## src/acc_access_map.svh

```systemverilog
// Purpose: offsets, field layout, reset values for the accumulator unit
// Assumes: 32-bit Wishbone words, byte addresses
// Notes:   definitions only
`ifndef ACC_ACCESS_MAP_SVH
`define ACC_ACCESS_MAP_SVH

`define CTRL_OFFSET    8'h00
`define RESULT_OFFSET  8'h04
`define STATUS_OFFSET  8'h08
`define CTRL_RESET     32'h0000_0000
`define CTRL_VALID     32'h0fff_7fff
`define MASK_WIDTH     6
`define CURSOR_WIDTH   6
`define CURSOR_STEP    6'h20
`define PULL_FAIL_BIT  14
`define Q31_MAX        32'h7fff_ffff
// Field selected by each mask bit
`define FIELD_MASK_0   32'h0000_003f
`define FIELD_MASK_1   32'h0000_1f80
`define FIELD_MASK_2   32'h0000_2000
`define FIELD_MASK_3   32'h00ff_0000
`define FIELD_MASK_4   32'h0f00_0000
`define FIELD_MASK_5   32'h0000_4000

`endif

```

## src/acc_access_pkg.sv

```systemverilog
// Purpose: types shared by the accumulator access unit and its users
// Assumes: operations arrive one per cycle from the pipeline
// Notes:   operation codes are local to this unit
package acc_access_pkg;

  typedef enum logic [4:0] {
    extract_word_var           = 5'h00,
    extract_word_var_round     = 5'h01,
    extract_word_var_round_sat = 5'h02,
    field_pull                 = 5'h03,
    field_pull_var             = 5'h04,
    field_pull_advance         = 5'h05,
    field_pull_advance_var     = 5'h06,
    wide_shift                 = 5'h07,
    wide_shift_var             = 5'h08,
    insert_word_advance        = 5'h09,
    read_upper_half            = 5'h0a,
    read_bottom_half           = 5'h0b,
    write_upper_half           = 5'h0c,
    write_bottom_half          = 5'h0d,
    masked_ctrl_write          = 5'h0e,
    masked_ctrl_read           = 5'h0f,
    branch_cursor_ge_thirtytwo = 5'h10,
    branch_cursor_ge_compact   = 5'h11
  } op_code_type;

  typedef struct packed {
    logic        valid;
    op_code_type op;
    logic [1:0]  acc_sel;
    logic [31:0] src_gpr_a;
    logic [31:0] src_gpr_b;
    logic [5:0]  imm;
    logic [5:0]  mask;
  } op_request_type;

  typedef struct packed {
    logic        valid;
    logic        gpr_we;
    logic [31:0] gpr_data;
    logic        branch_taken;
  } op_result_type;

endpackage

```

## src/dsp_accumulator_access.sv

```systemverilog
// Purpose: accumulator and control-register access datapath
// Assumes: one operation per cycle, same clock as the pipeline
// Notes:   results appear one cycle after the request
//
// Added by the designer: the address map and register access over Wishbone.
`include "acc_access_map.svh"
`timescale 1ns/1ns
`default_nettype none

module dsp_accumulator_access
  import acc_access_pkg::*;
#(
  parameter int ACC_COUNT = 4
) (
  // Clock and reset
  input  wire logic           clock,
  input  wire logic           reset,
  // Pipeline side
  input  wire op_request_type req,
  output var  op_result_type  result,
  // Wishbone slave
  input  wire logic           wb_cyc_i,
  input  wire logic           wb_stb_i,
  input  wire logic           wb_we_i,
  input  wire logic [7:0]     wb_adr_i,
  input  wire logic [3:0]     wb_sel_i,
  input  wire logic [31:0]    wb_dat_i,
  output logic                wb_ack_o,
  output logic [31:0]         wb_dat_o
);

  localparam logic [31:0] FIELD_TABLE [`MASK_WIDTH] = '{
    `FIELD_MASK_0, `FIELD_MASK_1, `FIELD_MASK_2,
    `FIELD_MASK_3, `FIELD_MASK_4, `FIELD_MASK_5
  };

  logic [63:0]              acc_reg  [ACC_COUNT];
  logic [63:0]              acc_next [ACC_COUNT];
  logic [31:0]              ctrl_reg;
  logic [31:0]              ctrl_next;
  op_result_type            result_reg;
  op_result_type            result_next;
  logic [31:0]              last_reg;
  logic [31:0]              last_next;
  logic                     ack_reg;
  logic                     ack_next;
  logic [31:0]              rdata_reg;
  logic [31:0]              rdata_next;

  logic [63:0]              sel_acc;
  logic [`CURSOR_WIDTH-1:0] pos;
  logic                     bus_take;
  logic                     bus_write;
  logic [31:0]              lane_mask;

  assign sel_acc  = acc_reg[req.acc_sel];
  assign pos      = ctrl_reg[`CURSOR_WIDTH-1:0];

  // Word extract
  logic [4:0]  xsh;
  logic [63:0] xshift;
  logic [63:0] xpre;
  logic [64:0] xsum;
  logic [31:0] xround;
  logic        xovf;

  assign xsh    = req.src_gpr_a[4:0];
  assign xshift = sel_acc >> xsh;
  assign xpre   = sel_acc >> (xsh - 5'h01);
  assign xsum   = {1'b0, xpre} + 65'h1;
  assign xround = (xsh == 5'h00) ? xshift[31:0] : xsum[32:1];
  // Overflow when a positive word turns negative through the carry
  assign xovf   = (xsh != 5'h00) && !xshift[31] && xsum[32];

  // Field pull
  logic                     pull_imm;
  logic [4:0]               psize;
  logic [`CURSOR_WIDTH-1:0] plow;
  logic                     punder;
  logic [63:0]              pshift;
  logic [31:0]              pleft;
  logic [31:0]              pull_val;
  logic [`CURSOR_WIDTH-1:0] pos_after;

  assign pull_imm  = (req.op == field_pull) || (req.op == field_pull_advance);
  assign psize     = pull_imm ? req.imm[4:0] : req.src_gpr_a[4:0];
  assign plow      = pos - {1'b0, psize};
  assign punder    = pos < {1'b0, psize};
  assign pshift    = sel_acc >> plow;
  assign pleft     = pshift[31:0] << (5'h1f - psize);
  assign pull_val  = $unsigned($signed(pleft) >>> (5'h1f - psize));
  assign pos_after = plow - 6'h01;

  // Wide shift
  logic [5:0]  samt;
  logic [6:0]  smag;
  logic [63:0] sval;

  assign samt = (req.op == wide_shift) ? req.imm : req.src_gpr_a[5:0];
  assign smag = 7'h00 - {samt[5], samt};
  assign sval = samt[5] ? (sel_acc >> smag) : (sel_acc << samt[4:0]);

  // Field mask built one mask bit at a time
  logic [31:0] fchain [`MASK_WIDTH+1];
  logic [31:0] fmask;

  assign fchain[0] = 32'h0000_0000;
  for (genvar i = 0; i < `MASK_WIDTH; i++) begin : g_field
    assign fchain[i+1] = fchain[i] | (req.mask[i] ? FIELD_TABLE[i] : 32'h0000_0000);
  end
  assign fmask = fchain[`MASK_WIDTH];

  // Bus decode
  assign bus_take  = wb_cyc_i && wb_stb_i && !ack_reg;
  assign bus_write = bus_take && wb_we_i && (wb_adr_i == `CTRL_OFFSET);
  for (genvar b = 0; b < 4; b++) begin : g_lane
    assign lane_mask[8*b +: 8] = {8{wb_sel_i[b]}};
  end

  always_comb begin
    acc_next    = acc_reg;
    ctrl_next   = ctrl_reg;
    last_next   = last_reg;
    result_next = '0;
    // A pipeline update of the same field lands after the bus write
    if (bus_write) begin
      ctrl_next = (ctrl_reg & ~lane_mask) | (wb_dat_i & lane_mask & `CTRL_VALID);
    end
    if (req.valid) begin
      result_next.valid = 1'b1;
      unique case (req.op)
        extract_word_var, extract_word_var_round,
        extract_word_var_round_sat: begin
          result_next.gpr_we = 1'b1;
          if (req.op == extract_word_var) begin
            result_next.gpr_data = xshift[31:0];
          end else if (req.op == extract_word_var_round_sat && xovf) begin
            result_next.gpr_data = `Q31_MAX;
          end else begin
            result_next.gpr_data = xround;
          end
        end
        field_pull, field_pull_var: begin
          result_next.gpr_we   = 1'b1;
          result_next.gpr_data = pull_val;
        end
        field_pull_advance, field_pull_advance_var: begin
          result_next.gpr_we   = 1'b1;
          result_next.gpr_data = pull_val;
          // Too few bits left: flag it and keep the cursor
          ctrl_next[`PULL_FAIL_BIT] = punder;
          if (!punder) begin
            ctrl_next[`CURSOR_WIDTH-1:0] = pos_after;
          end
        end
        wide_shift, wide_shift_var: begin
          acc_next[req.acc_sel] = sval;
        end
        insert_word_advance: begin
          acc_next[req.acc_sel] = {sel_acc[31:0], req.src_gpr_a};
          ctrl_next[`CURSOR_WIDTH-1:0] = pos + `CURSOR_STEP;
        end
        read_upper_half: begin
          result_next.gpr_we   = 1'b1;
          result_next.gpr_data = sel_acc[63:32];
        end
        read_bottom_half: begin
          result_next.gpr_we   = 1'b1;
          result_next.gpr_data = sel_acc[31:0];
        end
        write_upper_half: begin
          acc_next[req.acc_sel][63:32] = req.src_gpr_a;
        end
        write_bottom_half: begin
          acc_next[req.acc_sel][31:0] = req.src_gpr_a;
        end
        masked_ctrl_write: begin
          ctrl_next = (ctrl_next & ~fmask) | (req.src_gpr_a & fmask);
        end
        masked_ctrl_read: begin
          result_next.gpr_we   = 1'b1;
          result_next.gpr_data = (req.src_gpr_b & ~fmask) | (ctrl_reg & fmask);
        end
        branch_cursor_ge_thirtytwo, branch_cursor_ge_compact: begin
          result_next.branch_taken = (pos >= `CURSOR_STEP);
        end
        default: begin
          result_next.valid = 1'b0;
        end
      endcase
      if (result_next.gpr_we) begin
        last_next = result_next.gpr_data;
      end
    end
  end

  always_ff @(posedge clock or posedge reset) begin
    if (reset) begin
      for (int k = 0; k < ACC_COUNT; k++) begin
        acc_reg[k] <= 64'h0;
      end
      ctrl_reg   <= `CTRL_RESET;
      result_reg <= '0;
      last_reg   <= 32'h0000_0000;
    end else begin
      acc_reg    <= acc_next;
      ctrl_reg   <= ctrl_next;
      result_reg <= result_next;
      last_reg   <= last_next;
    end
  end

  assign result = result_reg;

  // Bus slave: one wait state, unmapped reads return zero
  always_comb begin
    ack_next   = bus_take;
    rdata_next = rdata_reg;
    if (bus_take) begin
      unique case (wb_adr_i)
        `CTRL_OFFSET:   rdata_next = ctrl_reg;
        `RESULT_OFFSET: rdata_next = last_reg;
        `STATUS_OFFSET: rdata_next = {31'h0, pos >= `CURSOR_STEP};
        default:        rdata_next = 32'h0000_0000;
      endcase
    end
  end

  always_ff @(posedge clock or posedge reset) begin
    if (reset) begin
      ack_reg   <= 1'b0;
      rdata_reg <= 32'h0000_0000;
    end else begin
      ack_reg   <= ack_next;
      rdata_reg <= rdata_next;
    end
  end

  assign wb_ack_o = ack_reg;
  assign wb_dat_o = rdata_reg;
endmodule // dsp_accumulator_access

`default_nettype wire

```

## config.mk

```make
export PLATFORM = sky130hd
export DESIGN_NAME = dsp_accumulator_access
export DESIGN_NICKNAME = d
export VERILOG_FILES = /design/src/acc_access_pkg.sv /design/src/dsp_accumulator_access.sv
export VERILOG_INCLUDE_DIRS = /design/src /design/src/src
export SDC_FILE = /design/constraint.sdc
export NUM_CORES = 2
export LEC_CHECK = 0
export BUFFER_PORTS_ARGS = -buffer_cell sky130_fd_sc_hd__buf_4
export CAP_MARGIN = 0
export CELL_PAD_IN_SITES_DETAIL_PLACEMENT = 1
export CELL_PAD_IN_SITES_GLOBAL_PLACEMENT = 2
export CORE_MARGIN = 10
export CORE_UTILIZATION = 30
export CTS_BUF_LIST = sky130_fd_sc_hd__clkbuf_4 sky130_fd_sc_hd__clkbuf_8
export DETAILED_ROUTE_END_ITERATION = 8
export GPL_TIMING_DRIVEN = 0
export HOLD_SLACK_MARGIN = 0.02
export PLACE_DENSITY = 0.67
export SLEW_MARGIN = 20
export SYNTH_ARGS = -nofsm -noshare
export SYNTH_HDL_FRONTEND = slang
export SYNTH_SLANG_ARGS = --single-unit
```

## constraint.sdc

```tcl
create_clock -name clock -period 41.9 [get_ports clock]
set_input_delay 8.38 -clock clock [delete_from_list [all_inputs] [get_ports clock]]
set_output_delay 8.38 -clock clock [all_outputs]
set_load 0.02 [all_outputs]
```

**Word level (Yosys, flattened, before mapping)**

Index checks and enable logic that the tools add are counted.
W data, S select, Z words.

- Register bits: 388
- Input bits: 133
- Output and inout port bits: 68
- Word-level logic and storage cells: 129

- $add $sub $neg: 7
- Magnitude comparators: 4
- Eq/ne operators: 19
- Shifts and indexed selects: 7
- Multiplexer cells: 39
- Bitwise operators: 17
- Reduce and logical (&&, ||, !) cells: 24

Operator list:

| kind | count |
|---|---|
| $bwmux W256 | 4 |
| $pmux W256 S4 | 1 |
| $demux W64 S2 | 3 |
| $mux W64 | 5 |
| $mux W32 | 6 |
| $pmux W33 S5 | 1 |
| $bmux W64 S2 | 1 |
| $and A32 B32 Y32 | 3 |
| $pmux W32 S3 | 1 |
| $and A32 B28 Y32 | 2 |
| $or A32 B32 Y32 | 2 |
| $shl A64 B5 Y64 | 1 |
| $shr A64 B5 Y32 | 1 |
| $shr A64 B5 Y33 | 1 |
| $shr A64 B6 Y32 | 1 |
| $shr A64 B7 Y64 | 1 |
| $eq A5 B4 Y1 const B | 8 |
| $mux W35 | 1 |
| $add A33 B1 Y33 const B | 1 |
| $mux W33 | 1 |
| $not A28 Y32 | 1 |
| $not A32 Y32 | 1 |
| $or A32 B28 Y32 | 1 |
| $shl A32 B5 Y32 | 1 |
| 48 further kinds | 68 |

**Logic depth before layout (Yosys ltp)**

- Word-level depth: 14
- Mapped depth: 33

**Worst setup path after synthesis**

Ideal clock, no wire load.

- Kind: input port to flip-flop
- From: in req[44] (netlist bit)
- To: reg last_reg[7]
- Setup time: 141 ps
- Arrival: 16082 ps
- Path slack: 25677 ps
- Stages on the path: 31
- Path buffers: 12
- Cell sequence: buf_2 clkbuf_1 buf_2 mux2i_1 inv_1 buf_4 clkbuf_1 clkbuf_1 buf_1 buf_1 clkbuf_1 ha_1 inv_1 fa_1 clkbuf_1 clkbuf_1 nor2_1 clkbuf_1 and3_1 nor4_1 o2bb2ai_1 nor3_1 a221oi_1 nor2_1 a221oi_1 nor4_1 a21oi_1 mux4_2 and3_1 o21ai_1 a31oi_1

- Cells in the longest elaborated chain, start to end: 9
- Elaborated cells on any way between the ends: 21
- Classes of those cells: add/sub (4); shift (5); mux (6); reduce/logical (6)

Ends and longest elaborated chain:

| element | line | RTL |
|---|---|---|
| start: declaration | dsp_accumulator_access.sv:19 | `input wire op_request_type req,` |
| $sub A5 B1 Y5 / $shr A64 B5 Y32 (equally long branches) | dsp_accumulator_access.sv:69, dsp_accumulator_access.sv:68 |  |
| $shr A64 B5 Y33 / $logic_not A1 Y1 (equally long branches) | dsp_accumulator_access.sv:69, dsp_accumulator_access.sv:73 |  |
| $add A33 B1 Y33 / $logic_and A1 B1 Y1 (equally long branches) | dsp_accumulator_access.sv:70, dsp_accumulator_access.sv:73 |  |
| $logic_and A1 B1 Y1 | dsp_accumulator_access.sv:73 | `assign xovf = (xsh != 5'h00) && !xshift[31] && xsum[32];` |
| $logic_and A1 B1 Y1 | dsp_accumulator_access.sv:137 | `end else if (req.op == extract_word_var_round_sat && xovf) begin` |
| $mux W32 | dsp_accumulator_access.sv:137 |  |
| $mux W32 | dsp_accumulator_access.sv:135 | `if (req.op == extract_word_var) begin` |
| $pmux W33 S5 * | dsp_accumulator_access.sv:131 | `unique case (req.op)` |
| $mux W33 * | dsp_accumulator_access.sv:129 | `if (req.valid) begin` |
| end signal: assignment | dsp_accumulator_access.sv:209 | `last_reg <= last_next;` |
| end: declaration | dsp_accumulator_access.sv:43 | `logic [31:0] last_reg;` |

Mark *: on every way between the ends. The rest lies on a longest branch, timed or not. The select of a mux whose other input is x is not followed.
A chain may end at the register's enable or synchronous reset.

**Worst setup path after layout**

- From: in req[82] (netlist bit)
- To: reg last_reg[23]

- Cells in the longest elaborated chain, start to end: 9
- Elaborated cells on any way between the ends: 25
- Classes of those cells: add/sub (2); eq/ne (9); shift (3); mux (5); reduce/logical (6)

Ends and longest elaborated chain:

| element | line | RTL |
|---|---|---|
| $eq A5 B2 Y1 / $eq A5 B3 Y1 (equally long branches) | dsp_accumulator_access.sv:85, dsp_accumulator_access.sv:131 |  |
| $logic_or A1 B1 Y1 | dsp_accumulator_access.sv:85 | `assign pull_imm = (req.op == field_pull) \|\| (req.op == field_pull_advance);` |
| $mux W5 | dsp_accumulator_access.sv:86 | `assign psize = pull_imm ? req.imm[4:0] : req.src_gpr_a[4:0];` |
| $sub A6 B5 Y6 | dsp_accumulator_access.sv:87 | `assign plow = pos - {1'b0, psize};` |
| $shr A64 B6 Y32 | dsp_accumulator_access.sv:89 | `assign pshift = sel_acc >> plow;` |
| $shl A32 B5 Y32 | dsp_accumulator_access.sv:90 | `assign pleft = pshift[31:0] << (5'h1f - psize);` |
| $sshr A32 B5 Y32 | dsp_accumulator_access.sv:91 | `assign pull_val = $unsigned($signed(pleft) >>> (5'h1f - psize));` |
| $pmux W33 S5 * | dsp_accumulator_access.sv:131 |  |
| $mux W33 * | dsp_accumulator_access.sv:129 |  |

Marked as above.

==> key figures <==
Route
  • Post-route antenna net violation count: 0
  • Vias: 65,010
  • Detailed Route WL: 419,000 um
  • Vias per Instance: 7.240
  • DRT Pass-1 Iters: 8
  • DRT iter0 DRCs: 10,370
  • Drt drc: 0
  • Wire per inst: 46.67 um

Place
  • Port Buf Inserts: 168
  • Placed cell areas: 55,570 sq um
  • Post-DP HPWL: 334,800 um
  • Inst Count DP: 8,810
  • GP Congestion: 1.228

Power
  • Flop pwr share: 24.4%
  • Logic pwr share: 54.2%
  • Sw Share: 54.00%
  • Cell area power density: 36.92 nW/um^2
  • Clk pwr share: 21.4%
  • Maximum vdd drop: 27.72 uV
  • Int Power: 975.9 uW
  • Lkg Pwr: 0.02262 uW
  • P_sw: 1146 uW
  • Pwr Total: 2121 uW

Setup path
  • Most frequent CP cell: clkbuf_1
  • Worst EP required: 42.60 ns
  • FF-to-FF setup slack: 32.44 ns
  • Arr. time, crit path: 22.38 ns
  • Critical Path Max Stage Delay: 0.79 ns
  • R2R cell count: 22
  • WS Path Type: input pin to flip-flop
  • CP Capture Type: flip-flop
  • Reg2reg start: ctrl_reg[0]
  • FF-to-FF End: last_reg[23]
  • Type of origin of the critical path: input pin
  • Highest net fanout along the worst path: 11
  • CP max stage cell: a21oi_1

Synth
  • Top post-synthesis cells by area: dfrtp_1, mux2i_1, mux4_2
  • Warnings, synthesis: 0
  • Mapped Nets: 6,539
  • Synth top area share: 19.17%
  • Most common cell in the netlist: nand2_1
  • Primary FF master, synth: dfrtp_1
  • Netlist Area Pre-Place: 50,640 sq um
  • Ys async rst share: 100.0%
  • #FFs+latches synth: 388
  • Cell variety after synth: 115
  • Post-Synthesis Cells: 6,395
  • Biggest area consumer among synthesized cells: dfrtp_1
  • Mean post-synth cell area: 7.919 sq um
  • Post-synth top cells: nand2_1, mux2i_1, nor2_1
  • Sequential area share after synthesis: 19.17%
  • Number of synthesized flops with an enable pin: 0

Timing
  • Clock Skew: 0.09509 ns
  • WHS: 0.4769 ns
  • Max Slew Vio Count: 0
  • Setup TNS: 0 ns
  • Worst-Margin Slew: 1.418 ns
  • Min Tclk post-route: 21.68 ns
  • Number of setup violations in the final report: 0
  • Max_slew headroom: 2.757%
  • FMAX: 46.12 MHz
  • Setup repair after global routing missed its margin: false
  • Period utilization: 51.75%
  • Final Hold Viols: 0

Floorplan
  • Die Ht: 430.9 um
  • Die X: 430.9 um
  • # rows: 150
  • Boundary pin count: 201
  • Core area: 167,400 sq um
  • DIE AREA: 185,600 sq um
  • Initial core utilization: 30.25%

Clock tree
  • Post-CTS sizing: 0
  • Hold_buf cts: 0
  • Num CTS Buffers: 77
  • Clk buf depth: 3
  • CTS tree: yes
  • Clock slew at the register clock pins of the worst setup and hold paths: 0.05 ns
  • Worst-skew pair later-pin latency: 0.89 ns
  • H-tree levels: 3
  • Setup bufs post-CTS: 0
  • Clock sinks: 388
  • Root Driver: clkbuf_8

Layout
  • Syn-to-layout area delta: 13.48%
  • Final instance area: 57,470 sq um
  • Non-filler instance count after layout: 8,979
  • FILL cells: 20,290
  • # nets final: 6,832
  • Layout cells sized above 1: 14.93%

Min path
  • Min-delay worst type: flip-flop to flip-flop
  • Min-Delay Path Depth: 1
  • Hold Crit Start: last_reg[23]
  • Hold Path End: last_reg[23]

GRT
  • Tot GR Track Use: 43.01%
  • GRT overflow: 0
  • First-pass GRT wire length: 555,900 um
  • Largest net degree at the start of global routing: 94
  • Vias in the first global route: 61,300
  • Initial antenna violation count: 57

Run
  • Max_cap viols: 0

Outcome
  • Status: finished, final reports clean
## per-stage QoR
step                      setup slack (ns)  utilization [%]
after global placement               17.05            32.65
after CTS                            20.87            34.18
final                                20.22            34.33
after global routing                 20.04            34.28
after floorplan                      22.74                -
after detailed placement             20.12            33.19
## layout make-up
cell class / count / area, sq um / area share, %
multi-input combinational: 5351 / 38140 / 66.36
antenna: 39 / 97.59 / 0.1698
sequential: 388 / 9709 / 16.90
clock buffer: 109 / 1381 / 2.404
clock inverter: 18 / 280.3 / 0.4877
tap: 2204 / 2758 / 4.799
timing repair buffer: 214 / 1858 / 3.233
inverter: 32 / 132.6 / 0.2308
buffer: 624 / 3113 / 5.417
## critical path, delay by kind of cell
kind            cells  cell delay, ns
mux                 1            0.47
compound gates     10            4.92
simple gates        6            1.92
buf+inv            13            5.68
fa+ha+maj           2            0.92
## worst max path at each step
stage | startpoint | to | slack (ns) | cells past startpoint
after floorplan | reset | asynchronous set/reset pin | 22.74 | 1
after global placement | reset | asynchronous set/reset pin | 17.05 | 2
after detailed placement | req[44] | last_reg[6] | 20.12 | 33
after CTS | req[44] | last_reg[6] | 20.87 | 33
after global routing | req[44] | last_reg[6] | 20.04 | 33
final | req[82] | last_reg[23] | 20.22 | 32
## placed cells by master (no fill, tap or decap), drive strengths merged, types with 79 or more instances in the layout
master / count
nand2: 819
mux2i: 729
nor2: 622
o21ai: 617
clkbuf: 559
a21oi: 448
dfrtp: 388
buf: 386
o22ai: 301
mux4: 234
a22oi: 184
mux2: 155
nor3: 150
nand3: 134
a22o: 99
o211ai: 79
## logic make-up (layout without fill, tap and decap cells)
kind of cell               after synthesis  count (layout)  share of synthesized area [%]
muxes                                 1118            1118                          28.42
adders and majority gates               11              11                         0.2866
AOI/OAI and AO/OA                     2236            2236                          28.59
other                                    0              39                              0
xor gates and xnor gates                52              52                         0.8993
DFF                                    388             388                          19.17
buffers and inverters                  656             997                          6.332
and+or+nand+nor                       1934            1934                          16.30
## routing by layer
layer / vias up / wire, um / global-route usage [%] / share of wire, %
met5: - / 362 / 0.8065 / 0.086
met4: 40 / 37720 / 29.79 / 9.0
met3: 1446 / 57020 / 19.19 / 14
met2: 5496 / 164700 / 59.64 / 39
met1: 32840 / 159200 / 52.61 / 38
li1: 25190 / - / - / -
## power by group through the flow
| stage | logic [uW] | clock network [uW] | registers (uW) |
|---|---|---|---|
| 6_report | 1150 | 454 | 517 |
| 5_1_grt | 1140 | 469 | 510 |
| 4_1_cts | 1060 | 453 | 502 |
| 3_5_place_dp | 1050 | 0 | 508 |
| 3_3_place_gp | 1030 | 0 | 506 |
| 2_1_floorplan | 582 | 0 | 447 |
Power figures use the tool's default switching activity.
